### src/verilog/tpwm_defines.vh
// constants of the two-channel pwm timer
`ifndef TPWM_DEFINES_VH
`define TPWM_DEFINES_VH
`define TP_OFF_SC 8'h00
`define TP_OFF_CNT 8'h04
`define TP_OFF_MOD 8'h08
`define TP_OFF_CH0SC 8'h0c
`define TP_OFF_CH0CMP 8'h10
`define TP_OFF_CH1SC 8'h14
`define TP_OFF_CH1CMP 8'h18
`define TP_SC_FLAG 7
`define TP_SC_IE 6
`define TP_SC_HALT 5
`define TP_SC_RST 4
`define TP_CH_FLAG 7
`define TP_CH_IE 6
`define TP_CH_MHI 5
`define TP_CH_MLO 4
`define TP_CH_OHI 3
`define TP_CH_OLO 2
`define TP_CH_TOV 1
`define TP_CH_MAX 0
`define TP_MOD_RESET 16'hffff
`define TP_PS_EXT 3'h7
`define TP_RESP_OKAY 2'h0
`define TP_RESP_SLVERR 2'h2
`endif

### src/verilog/tpwm_top.v
// two-channel pwm timer with axi4-lite register access
`timescale 1ns/1ns
`include "tpwm_defines.vh"
module tpwm_top (
  input wire MCLK,
  input wire RST,
  input wire [7:0] AWADDR,
  input wire AWVALID,
  output wire AWREADY,
  input wire [31:0] WDATA,
  input wire [3:0] WSTRB,
  input wire WVALID,
  output wire WREADY,
  output wire [1:0] BRESP,
  output wire BVALID,
  input wire BREADY,
  input wire [7:0] ARADDR,
  input wire ARVALID,
  output wire ARREADY,
  output wire [31:0] RDATA,
  output wire [1:0] RRESP,
  output wire RVALID,
  input wire RREADY,
  input wire WAIT_MODE,
  input wire STOP_MODE,
  input wire BREAK_ACTIVE,
  input wire BREAK_CLEAR_EN,
  input wire EXT_CLK,
  input wire CH0_IN,
  input wire CH1_IN,
  output wire CH0_OUT,
  output wire CH0_OE,
  output wire CH1_OUT,
  output wire CH1_OE,
  output wire EXT_CLK_FORCE_INPUT,
  output wire IRQ_OVF,
  output wire IRQ_CH0,
  output wire IRQ_CH1,
  output wire WAKE
);

  function [15:0] merge16;
    input [15:0] old;
    input [31:0] data;
    input [3:0] strb;
    begin
      merge16 = {strb[1] ? data[15:8] : old[15:8], strb[0] ? data[7:0] : old[7:0]};
    end
  endfunction

  // bus slave state
  reg aw_hold;
  reg w_hold;
  reg [7:0] aw_addr;
  reg [31:0] w_data;
  reg [3:0] w_strb;
  reg awready_q;
  reg wready_q;
  reg bvalid_q;
  reg [1:0] bresp_q;
  reg arready_q;
  reg rvalid_q;
  reg [31:0] rdata_q;
  reg [1:0] rresp_q;

  // timer state
  reg sc_flag;
  reg sc_arm;
  reg sc_ie;
  reg sc_halt;
  reg [2:0] sc_ps;
  reg [15:0] cnt;
  reg [15:0] modv;
  reg [5:0] pre;
  reg ext_prev;
  reg act1;
  reg pend1;
  reg irq_ovf_q;
  reg wake_q;
  reg ext_in_q;

  wire [7:0] rd_addr = {ARADDR[7:2], 2'b00};
  wire [7:0] wr_addr = {aw_addr[7:2], 2'b00};
  wire wr_go = aw_hold & w_hold & ~bvalid_q;
  wire rd_go = ARVALID & arready_q;
  wire wr_map = (wr_addr == `TP_OFF_SC) | (wr_addr == `TP_OFF_CNT) | (wr_addr == `TP_OFF_MOD) |
                (wr_addr == `TP_OFF_CH0SC) | (wr_addr == `TP_OFF_CH0CMP) |
                (wr_addr == `TP_OFF_CH1SC) | (wr_addr == `TP_OFF_CH1CMP);
  wire rd_map = (rd_addr == `TP_OFF_SC) | (rd_addr == `TP_OFF_CNT) | (rd_addr == `TP_OFF_MOD) |
                (rd_addr == `TP_OFF_CH0SC) | (rd_addr == `TP_OFF_CH0CMP) |
                (rd_addr == `TP_OFF_CH1SC) | (rd_addr == `TP_OFF_CH1CMP);
  wire wr_en = wr_go & wr_map & ~WAIT_MODE;
  wire rd_en = rd_go & rd_map & ~WAIT_MODE;
  wire protect = BREAK_ACTIVE & ~BREAK_CLEAR_EN;
  wire wr_sc = wr_en & (wr_addr == `TP_OFF_SC) & w_strb[0];
  wire cnt_clr = wr_sc & w_data[`TP_SC_RST];

  // prescaler and counter clock
  wire run = ~sc_halt & ~STOP_MODE & ~BREAK_ACTIVE;
  wire [6:0] pm7 = (7'h01 << sc_ps) - 7'h01;
  wire [5:0] pmask = pm7[5:0];
  wire int_tick = ((pre & pmask) == pmask);
  wire ext_rise = ext_in_q & ~ext_prev;
  wire tick = run & ~cnt_clr & ((sc_ps == `TP_PS_EXT) ? ext_rise : int_tick);
  wire [15:0] next_cnt = (cnt == modv) ? 16'h0000 : cnt + 16'h0001;
  wire ovf_evt = tick & (next_cnt == modv);
  wire linked;
  wire [31:0] cmp_all;
  wire [15:0] flag_ctl_all;
  wire [1:0] pin_all;
  wire [1:0] oe_all;
  wire [1:0] irq_all;
  wire [1:0] ch_in = {CH1_IN, CH0_IN};

  always @(posedge MCLK or posedge RST) begin
    if (RST) begin
      pre <= 6'h00;
      ext_prev <= 1'b0;
      ext_in_q <= 1'b0;
      cnt <= 16'h0000;
    end else begin
      ext_in_q <= EXT_CLK;
      ext_prev <= ext_in_q;
      if (cnt_clr) begin
        pre <= 6'h00;
        cnt <= 16'h0000;
      end else begin
        if (run)
          pre <= pre + 6'h01;
        if (tick)
          cnt <= next_cnt;
      end
    end
  end

  // timer status and control
  always @(posedge MCLK or posedge RST) begin
    if (RST) begin
      sc_flag <= 1'b0;
      sc_arm <= 1'b0;
      sc_ie <= 1'b0;
      sc_halt <= 1'b1;
      sc_ps <= 3'h0;
      modv <= `TP_MOD_RESET;
      irq_ovf_q <= 1'b0;
      wake_q <= 1'b0;
      act1 <= 1'b0;
      pend1 <= 1'b0;
    end else begin
      if (ovf_evt) begin
        sc_flag <= 1'b1;
        sc_arm <= 1'b0;
      end else if (wr_sc & ~w_data[`TP_SC_FLAG] & sc_arm & ~protect) begin
        sc_flag <= 1'b0;
        sc_arm <= 1'b0;
      end else if (rd_en & (rd_addr == `TP_OFF_SC) & sc_flag & ~protect) begin
        sc_arm <= 1'b1;
      end
      if (wr_sc) begin
        sc_ie <= w_data[`TP_SC_IE];
        sc_halt <= w_data[`TP_SC_HALT];
        sc_ps <= w_data[2:0];
      end
      if (wr_en & (wr_addr == `TP_OFF_MOD))
        modv <= merge16(modv, w_data, w_strb);
      irq_ovf_q <= sc_flag & sc_ie;
      wake_q <= (sc_flag & sc_ie) | (|irq_all);
      if (~linked) begin
        act1 <= 1'b0;
        pend1 <= 1'b0;
      end else begin
        if (wr_en & (wr_addr == `TP_OFF_CH0CMP))
          pend1 <= 1'b0;
        else if (wr_en & (wr_addr == `TP_OFF_CH1CMP))
          pend1 <= 1'b1;
        if (ovf_evt)
          act1 <= (wr_en & (wr_addr == `TP_OFF_CH1CMP)) ? 1'b1 :
                  (wr_en & (wr_addr == `TP_OFF_CH0CMP)) ? 1'b0 : pend1;
      end
    end
  end

  // per-channel compare, capture, flag and pin logic
  genvar i;
  generate
    for (i = 0; i < 2; i = i + 1) begin : chan
      reg flag;
      reg arm;
      reg [6:0] ctl;
      reg [15:0] cmp;
      reg pin;
      reg oe;
      reg in_prev;
      reg irq;
      wire [7:0] sc_off = (i == 0) ? `TP_OFF_CH0SC : `TP_OFF_CH1SC;
      wire [7:0] cmp_off = (i == 0) ? `TP_OFF_CH0CMP : `TP_OFF_CH1CMP;
      wire dis = (i == 1) & linked;
      wire mhi = ctl[`TP_CH_MHI];
      wire mlo = ctl[`TP_CH_MLO];
      wire ohi = ctl[`TP_CH_OHI];
      wire olo = ctl[`TP_CH_OLO];
      wire oc = mhi | mlo;
      wire [15:0] eff = ((i == 0) & linked & act1) ? cmp_all[31:16] : cmp;
      wire cmp_evt = tick & oc & ~dis & (next_cnt == eff);
      wire edge_ok = (olo & ch_in[i] & ~in_prev) | (ohi & ~ch_in[i] & in_prev);
      wire cap_evt = ~oc & ~dis & edge_ok & run;
      wire wr_ctl = wr_en & (wr_addr == sc_off) & w_strb[0];
      assign cmp_all[i*16 +: 16] = cmp;
      assign flag_ctl_all[i*8 +: 8] = {flag, ctl};
      assign pin_all[i] = pin;
      assign oe_all[i] = oe;
      assign irq_all[i] = irq;
      always @(posedge MCLK or posedge RST) begin
        if (RST) begin
          flag <= 1'b0;
          arm <= 1'b0;
          ctl <= 7'h00;
          cmp <= 16'h0000;
          pin <= 1'b0;
          oe <= 1'b0;
          in_prev <= 1'b0;
          irq <= 1'b0;
        end else begin
          in_prev <= ch_in[i];
          if (cmp_evt | cap_evt) begin
            flag <= 1'b1;
            arm <= 1'b0;
          end else if (wr_ctl & ~w_data[`TP_CH_FLAG] & arm & ~protect) begin
            flag <= 1'b0;
            arm <= 1'b0;
          end else if (rd_en & (rd_addr == sc_off) & flag & ~protect) begin
            arm <= 1'b1;
          end
          if (wr_ctl)
            ctl <= w_data[6:0];
          if (cap_evt)
            cmp <= cnt;
          else if (wr_en & (wr_addr == cmp_off))
            cmp <= merge16(cmp, w_data, w_strb);
          if (oc & ~dis) begin
            if (ctl[`TP_CH_MAX] & ctl[`TP_CH_TOV])
              pin <= ~olo;
            else if (cmp_evt) begin
              case ({ohi, olo})
                2'b01: pin <= ~pin;
                2'b10: pin <= 1'b0;
                2'b11: pin <= 1'b1;
                default: pin <= pin;
              endcase
            end else if (ovf_evt & ctl[`TP_CH_TOV])
              pin <= ~pin;
          end
          oe <= oc & ~dis & (ohi | olo);
          irq <= flag & ctl[`TP_CH_IE] & ~dis;
        end
      end
    end
  endgenerate

  assign linked = chan[0].ctl[`TP_CH_MHI];

  // axi4-lite slave
  reg [31:0] next_rdata;
  always @* begin
    next_rdata = 32'h0000_0000;
    case (rd_addr)
      `TP_OFF_SC: next_rdata = {24'h000000, sc_flag, sc_ie, sc_halt, 2'b00, sc_ps};
      `TP_OFF_CNT: next_rdata = {16'h0000, cnt};
      `TP_OFF_MOD: next_rdata = {16'h0000, modv};
      `TP_OFF_CH0SC: next_rdata = {24'h000000, flag_ctl_all[7:0]};
      `TP_OFF_CH0CMP: next_rdata = {16'h0000, cmp_all[15:0]};
      `TP_OFF_CH1SC: next_rdata = {24'h000000, flag_ctl_all[15:8]};
      `TP_OFF_CH1CMP: next_rdata = {16'h0000, cmp_all[31:16]};
      default: next_rdata = 32'h0000_0000;
    endcase
  end

  always @(posedge MCLK or posedge RST) begin
    if (RST) begin
      aw_hold <= 1'b0;
      w_hold <= 1'b0;
      aw_addr <= 8'h00;
      w_data <= 32'h0000_0000;
      w_strb <= 4'h0;
      awready_q <= 1'b1;
      wready_q <= 1'b1;
      bvalid_q <= 1'b0;
      bresp_q <= 2'h0;
      arready_q <= 1'b1;
      rvalid_q <= 1'b0;
      rdata_q <= 32'h0000_0000;
      rresp_q <= 2'h0;
    end else begin
      if (AWVALID & awready_q) begin
        aw_hold <= 1'b1;
        aw_addr <= AWADDR;
        awready_q <= 1'b0;
      end
      if (WVALID & wready_q) begin
        w_hold <= 1'b1;
        w_data <= WDATA;
        w_strb <= WSTRB;
        wready_q <= 1'b0;
      end
      if (wr_go) begin
        aw_hold <= 1'b0;
        w_hold <= 1'b0;
        bvalid_q <= 1'b1;
        bresp_q <= (wr_map & ~WAIT_MODE) ? `TP_RESP_OKAY : `TP_RESP_SLVERR;
      end
      if (bvalid_q & BREADY) begin
        bvalid_q <= 1'b0;
        awready_q <= 1'b1;
        wready_q <= 1'b1;
      end
      if (rd_go) begin
        arready_q <= 1'b0;
        rvalid_q <= 1'b1;
        rdata_q <= rd_en ? next_rdata : 32'h0000_0000;
        rresp_q <= rd_en ? `TP_RESP_OKAY : `TP_RESP_SLVERR;
      end
      if (rvalid_q & RREADY) begin
        rvalid_q <= 1'b0;
        arready_q <= 1'b1;
      end
    end
  end

  reg ext_force_q;
  always @(posedge MCLK or posedge RST) begin
    if (RST)
      ext_force_q <= 1'b0;
    else
      ext_force_q <= (sc_ps == `TP_PS_EXT);
  end

  assign AWREADY = awready_q;
  assign WREADY = wready_q;
  assign BVALID = bvalid_q;
  assign BRESP = bresp_q;
  assign ARREADY = arready_q;
  assign RVALID = rvalid_q;
  assign RDATA = rdata_q;
  assign RRESP = rresp_q;
  assign CH0_OUT = pin_all[0];
  assign CH1_OUT = pin_all[1];
  assign CH0_OE = oe_all[0];
  assign CH1_OE = oe_all[1];
  assign IRQ_OVF = irq_ovf_q;
  assign IRQ_CH0 = irq_all[0];
  assign IRQ_CH1 = irq_all[1];
  assign WAKE = wake_q;
  assign EXT_CLK_FORCE_INPUT = ext_force_q;

endmodule

### config.mk
export PLATFORM = sky130hd
export DESIGN_NAME = tpwm_top
export DESIGN_NICKNAME = d
export VERILOG_FILES = /design/src/verilog/tpwm_top.v
export VERILOG_INCLUDE_DIRS = /design/src /design/src/verilog
export SDC_FILE = /design/constraint.sdc
export NUM_CORES = 1
export LEC_CHECK = 0
export ABC_AREA = 1
export BUFFER_PORTS_ARGS = -buffer_cell sky130_fd_sc_hd__buf_2
export CORE_ASPECT_RATIO = 0.8
export CORE_MARGIN = 3
export CORE_UTILIZATION = 45
export DETAILED_ROUTE_END_ITERATION = 8
export PLACE_DENSITY = 0.75
export SETUP_SLACK_MARGIN = 0.4
export SLEW_MARGIN = 5
export SYNTH_ARGS = -nofsm -noshare
export SYNTH_HDL_FRONTEND = slang
export SYNTH_SLANG_ARGS = --single-unit
### constraint.sdc
create_clock -name MCLK -period 5.76 [get_ports MCLK]
set_input_delay 0.864 -clock MCLK [delete_from_list [all_inputs] [get_ports MCLK]]
set_output_delay 0.864 -clock MCLK [all_outputs]
set_load 0.05 [all_outputs]
==> results of run 1 <==
-- worst min-delay path by stage --
stage	depth (start not counted)	end	slack (ps)	startpoint
after floorplan	0	ext_prev$_DFF_PP0_	350	ext_in_q$_DFF_PP0_
after global placement	0	ext_prev$_DFF_PP0_	360	ext_in_q$_DFF_PP0_
after detailed placement	0	ext_prev$_DFF_PP0_	360	ext_in_q$_DFF_PP0_
after CTS	0	ext_prev$_DFF_PP0_	380	ext_in_q$_DFF_PP0_
after global routing	0	ext_prev$_DFF_PP0_	400	ext_in_q$_DFF_PP0_
final	0	ext_prev$_DFF_PP0_	380	ext_in_q$_DFF_PP0_
-- layout by cell type, fill, tap and decap left out, drive strengths merged, types with 4 or more instances in the layout --
cell type / count
conb: 18
o21ai: 149
nand3: 80
nor4: 4
o22ai: 42
clkinv: 9
nor3: 9
ha: 4
o211ai: 25
nand2: 444
dfrtp: 139
xor2: 11
o31ai: 4
a21oi: 16
bufinv: 4
nor2: 111
clkbuf: 17
inv: 185
dfstp: 20
nand3b: 5
nand4: 13
buf: 84
-- state kept, by name, summed over array words and instances, names as in the netlist, 2 cells and up --
name,flops
aw_addr,6
chan.flag,2
chan.arm,2
chan.in_prev,2
w_data,16
w_strb,2
RDATA,16
chan.ctl,14
pre,6
chan.cmp,32
cnt,16
sc_ps,3
modv,16
-- layout make-up --
| type | instances | area [um2] | share of cell area |
|---|---|---|---|
| multi-input cells | 955 | 4440 | 0.420 |
| clock inverters | 15 | 230 | 0.0218 |
| clock buffers | 17 | 425 | 0.0402 |
| well taps | 264 | 330 | 0.0312 |
| inverters | 186 | 703 | 0.0665 |
| repair buffers | 84 | 443 | 0.0419 |
| flip-flops and latches | 159 | 4000 | 0.379 |
-- cell usage after synthesis, types with 2 or more instances --
master / instances / area (um2)
nand2_1: 438 / 1640
inv_1: 166 / 623
o21ai_0: 143 / 716
dfrtp_1: 139 / 3480
nor2_1: 104 / 390
nand3_1: 76 / 380
o22ai_1: 42 / 263
clkbuf_1: 27 / 101
o211ai_1: 25 / 188
dfstp_2: 20 / 526
buf_4: 18 / 135
a21oi_1: 16 / 80.1
inv_2: 15 / 56.3
nand4_1: 12 / 75.1
xor2_1: 10 / 87.6
nor3_1: 9 / 45.0
nand2_2: 6 / 37.5
o21ai_1: 6 / 30.0
buf_2: 5 / 25.0
clkinv_1: 5 / 18.8
nand3b_1: 5 / 37.5
nor2_2: 5 / 31.3
ha_1: 4 / 50.1
nand3_2: 4 / 40.0
o31ai_1: 4 / 30.0
a22o_1: 3 / 26.3
a22oi_1: 3 / 22.5
nor4_1: 3 / 18.8
o2111ai_1: 3 / 26.3
a31oi_1: 2 / 12.5
buf_6: 2 / 22.5
nor2_4: 2 / 22.5
o221ai_1: 2 / 17.5
-- power groups by stage --
stage | Sequential, mW | Combinational (mW) | Clock, mW
floorplan | 1.62 | 1.02 | 0
global placement | 1.62 | 1.43 | 0
detailed placement | 1.63 | 1.45 | 0
CTS | 1.61 | 1.46 | 1.28
global route | 1.65 | 1.68 | 1.33
finish | 1.62 | 1.50 | 1.26
-- per-layer routing --
layer  GRT usage  wire (um)  up-vias
li1            -          -     4439
met1       0.418      13800     4379
met2       0.368      11900      541
met3      0.0802       3950       63
met4      0.0754        758        0
met5           0          0        -
-- per-stage QoR --
step / setup slack (ps) / util / std cells
floorplan: 638 / - / 1352
global route: 1810 / 0.525 / 1680
detailed placement: 2150 / 0.493 / 1648
CTS: 2180 / 0.525 / 1680
global placement: 2200 / 0.493 / 1648
finish: 2090 / 0.525 / 1680
-- logic make-up after synthesis --
logic type | after synthesis | synth area share
AO/OA/AOI/OAI | 255 | 0.156
flip-flops | 159 | 0.428
AND/OR/NAND/NOR | 667 | 0.294
XOR/XNOR | 11 | 0.0111
other | 1 | 0.000401
adder cells (fa/ha/maj) | 4 | 0.00535
buffers and inverters | 238 | 0.105
==> flow_summary.yaml, run 1 <==
outcome:
  status: "completed"
drt:
  drc: 0
  routed_wl_um: 30400
  viasPerCell: 5.61
  drt-wirelength-per-cell_um: 18.1
  antenna_left: 0
  vias: 9422
  drt_iter0_markers: 1256
  first_pass_iters: 6
critical_path:
  critPathLaunch: "modv[1]$_DFFE_PP1P_"
  r2r_setup_slack_ps: 2090
  rr_startpoint: "modv[1]$_DFFE_PP1P_"
  crit_top_cell: "nand2_1"
  crit_arrival_ps: 4010
  cp.depth: 19
  end_kind: "flip-flop"
  cpMaxStageDelayCell: "nand2_2"
  crit_buf_inv: 1
  crit_path_start_kind: "flip-flop"
  cp_data_required_time_ps: 6100
  reg2regPathDepth: 19
  crit_end: "CH0_OUT$_DFFE_PP0P_"
  path_cells: "inv_1 -> nand2_1 -> nand2_1 -> nor2_1 -> nand2_1 -> nor2_1 -> nand2_2 -> nand2_1 -> nand2_1 -> nand2_1 -> nand3_1 -> nor2_1 -> nand2_1 -> nor2_1 -> nor2_1 -> nor2_1 -> nor2_1 -> nand2_1 -> nand2_1"
  crit_type: "reg2reg"
  cp_max_fo: 60
  worstReg2RegEnd: "CH0_OUT$_DFFE_PP0P_"
  max_stage_delay_ps: 660
  path_delay_family: "simple AND/OR/NAND/NOR gates"
global_routing:
  grt_pass1_vias: 8479
  grt_overflow: 0
  grt.total_usage: 0.272
  grt_first_pass_wirelength_um: 47700
  antenna_found_initial: 1
  grt_max_degree: 104
floorplan:
  die-area_mm2: 0.0226
  ios: 116
  die_h_um: 135
  rows: 46
  coreArea_mm2: 0.0201
  start_util: 0.465
  die_x_um: 167
synth:
  synth-warning-count: 0
  synthDistinctLibCells: 44
  netlist_instances: 1335
  syn-cell-area_mm2: 0.00936
  syn_area_per_cell_um2: 7.01
  yosysSeqAreaShare: 0.428
  synth_ff_type: "dfrtp_1"
  ys_ff_latch: 159
  async_flop_share: 1.00
  synth-edff-count: 0
worst_hold_path:
  hold_path.class: "reg2reg"
sta:
  fin_crit_sh: 0.638
  fin_skew_ps: 11.0
  setup_viol: 0
  finalHoldViolCount: 0
  finalSetupTns_ps: 0
  max-slew-margin-rel: 0.161
  period_minus_slack_ps: 3670
  fin_hold_ws_ps: 378
  drv_slew: 0
  fmax_mhz: 272
  rsz0062_at_grt: "false"
  worst_pin_slew_ps: 1250
power_and_ir_drop:
  switching_power_mw: 1.86
  p_per_area_mw_per_mm2: 414
  internal-power_mw: 2.52
  p_leak_nw: 5.20
  p_clk_frac: 0.289
  swShare: 0.424
  combPwrFrac: 0.342
  p_total_mw: 4.38
  seqPwrFrac: 0.369
  vdd.ir_drop.worst_mv: 0.271
placement:
  gp_congestion: 0.989
  dp_hpwl_um: 22300
  io_buffers: 75
  place_area_mm2: 0.00992
cts:
  cts-buffers-inserted: 17
  cts_tree: "yes"
  post-cts-setup-buffer-count: 0
  htreeDepth: 4
  postCtsHoldBufs: 0
  cts.sinks: 159
  ctsResizeCount: 0
  root_buffer: "clkbuf_16"
  path_clk_slew_ps: 70
  cts_buffer_depth: 2
  clock_latency_ps: 440
layout:
  fillCellCount: 1981
  nets: 1473
  area_growth_pct: 13.0
  n_antenna_cell: 0
  finish.instance_area_mm2: 0.0106
  drive_gt1_frac: 0.123
job:
  drv_cap: 0
(Power assumes the default switching activity.)
==> inputs of run 2 (changes only) <==
--- a/config.mk
+++ b/config.mk
@@ -6,7 +6,7 @@
 export SDC_FILE = /design/constraint.sdc
 export NUM_CORES = 1
 export LEC_CHECK = 0
-export ABC_AREA = 1
+export ABC_AREA = 0
 export BUFFER_PORTS_ARGS = -buffer_cell sky130_fd_sc_hd__buf_2
 export CORE_ASPECT_RATIO = 0.8
 export CORE_MARGIN = 3
==> constraint.sdc (replaced) <==
create_clock -name MCLK -period 3.4 [get_ports MCLK]
set_input_delay 0.51 -clock MCLK [delete_from_list [all_inputs] [get_ports MCLK]]
set_output_delay 0.51 -clock MCLK [all_outputs]
set_load 0.05 [all_outputs]
==> flow_summary.yaml, run 2 <==
critical_path:
  crit_path_start_kind: "flip-flop"
  cp_max_fo: 8
  crit_type: "reg2reg"
  worstReg2RegEnd: "CH1_OUT$_DFFE_PP0P_"
  cp_data_required_time_ps: 3730
  reg2regPathDepth: 11
  crit_arrival_ps: 3440
  end_kind: "flip-flop"
  rr_startpoint: "cnt[3]$_DFFE_PP0P_"
  r2r_setup_slack_ps: 290
drt:
  first_pass_iters: 5
  drt_iter0_markers: 897
  vias: 8404
  routed_wl_um: 29200
  viasPerCell: 5.96
  antenna_left: 0
  drc: 0
  drt-wirelength-per-cell_um: 20.7
cts:
  cts_buffer_depth: 2
  root_buffer: "clkbuf_16"
  htreeDepth: 4
  cts.sinks: 159
  cts_tree: "yes"
  clock_latency_ps: 440
  path_clk_slew_ps: 70
  postCtsHoldBufs: 0
  cts-buffers-inserted: 17
sta:
  max-slew-margin-rel: 0.228
  finalHoldViolCount: 0
  fmax_mhz: 321
  rsz0062_at_grt: "true"
  fin_hold_ws_ps: 173
  setup_slack_ps: 289
  fin_crit_sh: 0.915
  drv_slew: 0
  setup_viol: 0
  period_minus_slack_ps: 3110
  worst_pin_slew_ps: 1160
  finalSetupTns_ps: 0
  fin_skew_ps: 12.4
floorplan:
  die_x_um: 169
  ios: 116
  coreArea_mm2: 0.0208
  die_h_um: 137
  start_util: 0.461
  die-area_mm2: 0.0231
  rows: 47
synth:
  yosys-top-cells-count: "dfrtp_1 (139), nand2_1 (114), o21ai_0 (86)"
  synth-edff-count: 0
  synthSimpleGateAreaFrac: 0.184
  syn_area_per_cell_um2: 9.70
  synthDistinctLibCells: 81
  synth_top_cell_by_area: "dfrtp_1"
  syn-cell-area_mm2: 0.00960
  ys_ff_latch: 159
  yosys-mux-area-fraction: 0.129
  async_flop_share: 1.00
  yosysMostFrequentCell: "dfrtp_1"
  synth_xor_area_frac: 0.0578
  synth-warning-count: 0
  synth_top_family_by_area: "simple AND/OR/NAND/NOR gates"
  yosys.area_share.adder: 0.00522
  yosysSeqAreaShare: 0.417
  synth_compound_area_frac: 0.155
  synthTopCellsByArea: "dfrtp_1 (36%), mux2_2 (6.9%), mux2i_1 (5.9%), dfstp_2 (5.5%), o21ai_0 (4.5%)"
  synth_ff_type: "dfrtp_1"
  synth_top_area_share: 0.362
  netlist_instances: 989
layout:
  largest-register: "chan.cmp"
  final_common_cell: "dfrtp_1"
  n_antenna_cell: 0
  largest_reg_flops: 32
  area_growth_pct: 20.8
  drive_gt1_frac: 0.301
  layout_common_cells: "dfrtp_1 (136), nand2_1 (114), buf_4 (88)"
  nets: 1199
  final_util: 0.557
power_and_ir_drop:
  p_per_area_mw_per_mm2: 695
  p_leak_nw: 5.24
  vdd.ir_drop.worst_mv: 0.424
global_routing:
  grt.total_usage: 0.254
  antenna_found_initial: 0
  grt_first_pass_wirelength_um: 45300
  grt_overflow: 0
  grt_pass1_vias: 7939
  grt_max_degree: 64
outcome:
  status: "completed"
job:
  drv_cap: 0
placement:
  dp_slack_ps: 32.6
  io_buffers: 75
  gp_congestion: 0.992
  dp_hpwl_um: 21200
worst_hold_path:
  hold_path.class: "in2async"
run 2: changes by cell type after synthesis, sizes merged, moves of 21 or more:
cell and change:
nand2 -330, inv -161, o21ai -61, mux2 +59
mux2i +57, nand3 -53, nor2 -50, o22ai -38
xnor2 +24, o211ai -23, a21oi +21
run 2: cell families after synthesis:
family                     after synthesis
adders and majority gates                4
and+or+nand+nor                        332
muxes                                  116
buffers and inverters                   91
DFF                                    159
AOI/OAI and AO/OA                      230
other                                    1
xor gates and xnor gates                56
run 2: worst max-delay path by stage:
stage,endpoint,startpoint,depth (start not counted),slack (ps)
3_5_place_dp,CH0_OUT$_DFFE_PP0P_,modv[13]$_DFFE_PP1P_,12,30
5_1_grt,CH1_OUT$_DFFE_PP0P_,cnt[1]$_DFFE_PP0P_,12,180
3_3_place_gp,CH0_OUT$_DFFE_PP0P_,modv[13]$_DFFE_PP1P_,12,120
6_report,CH1_OUT$_DFFE_PP0P_,cnt[3]$_DFFE_PP0P_,11,290
4_1_cts,CH0_OUT$_DFFE_PP0P_,cnt[2]$_DFFE_PP0P_,12,340
2_1_floorplan,CH1_OUT$_DFFE_PP0P_,modv[1]$_DFFE_PP1P_,12,480
run 2: per-layer routing:
layer	track usage	up-vias	routed length, um
met3	0.0635	56	3000
met4	0.0777	0	701
met5	0	-	0
met1	0.375	4091	13100
li1	-	3852	-
met2	0.368	405	12400
run 2: area by class of cell:
cell class / instances / area (um2)
repair buffers: 175 / 1200
well taps: 269 / 337
clock buffers: 18 / 439
clock inverters: 14 / 123
inverters: 20 / 78.8
flip-flops and latches: 159 / 4010
multi-input cells: 756 / 5400
fillers: 1818 / 9230
run 2: worst max-delay path, stage by stage (launching register included):
cell      delay [ps]
dfrtp_1          390
buf_4            140
xor2_1           160
nor4b_2          340
and4_4           370
a21oi_2           50
o32a_1           320
or4_4            490
nor3_2           110
nand4b_1         190
mux2i_1          180
a211o_1          260
run 2: metrics by stage:
stage	total power [mW]	instances	area, um2
after global routing	8.49	1411	11600
after global placement	5.74	1358	10600
after floorplan	4.84	1006	9660
final	8.06	1411	11600
after CTS	7.90	1405	11500
after detailed placement	5.84	1358	10600
run 2: power by group:
group / total, mW / switching (mW) / internal [mW]
sequential: 3.06 / 0.707 / 2.36
combinational: 3.15 / 1.73 / 1.41
clock: 1.85 / 0.867 / 0.980
run 2: what timing repair did:
item / in CTS / in global routing
cloned: 0 / 0
resized for setup: 35 / 16
buffers inserted: 15 / 6
pin swaps: 13 / 11
endpoints found under the setup margin: 9 / 10
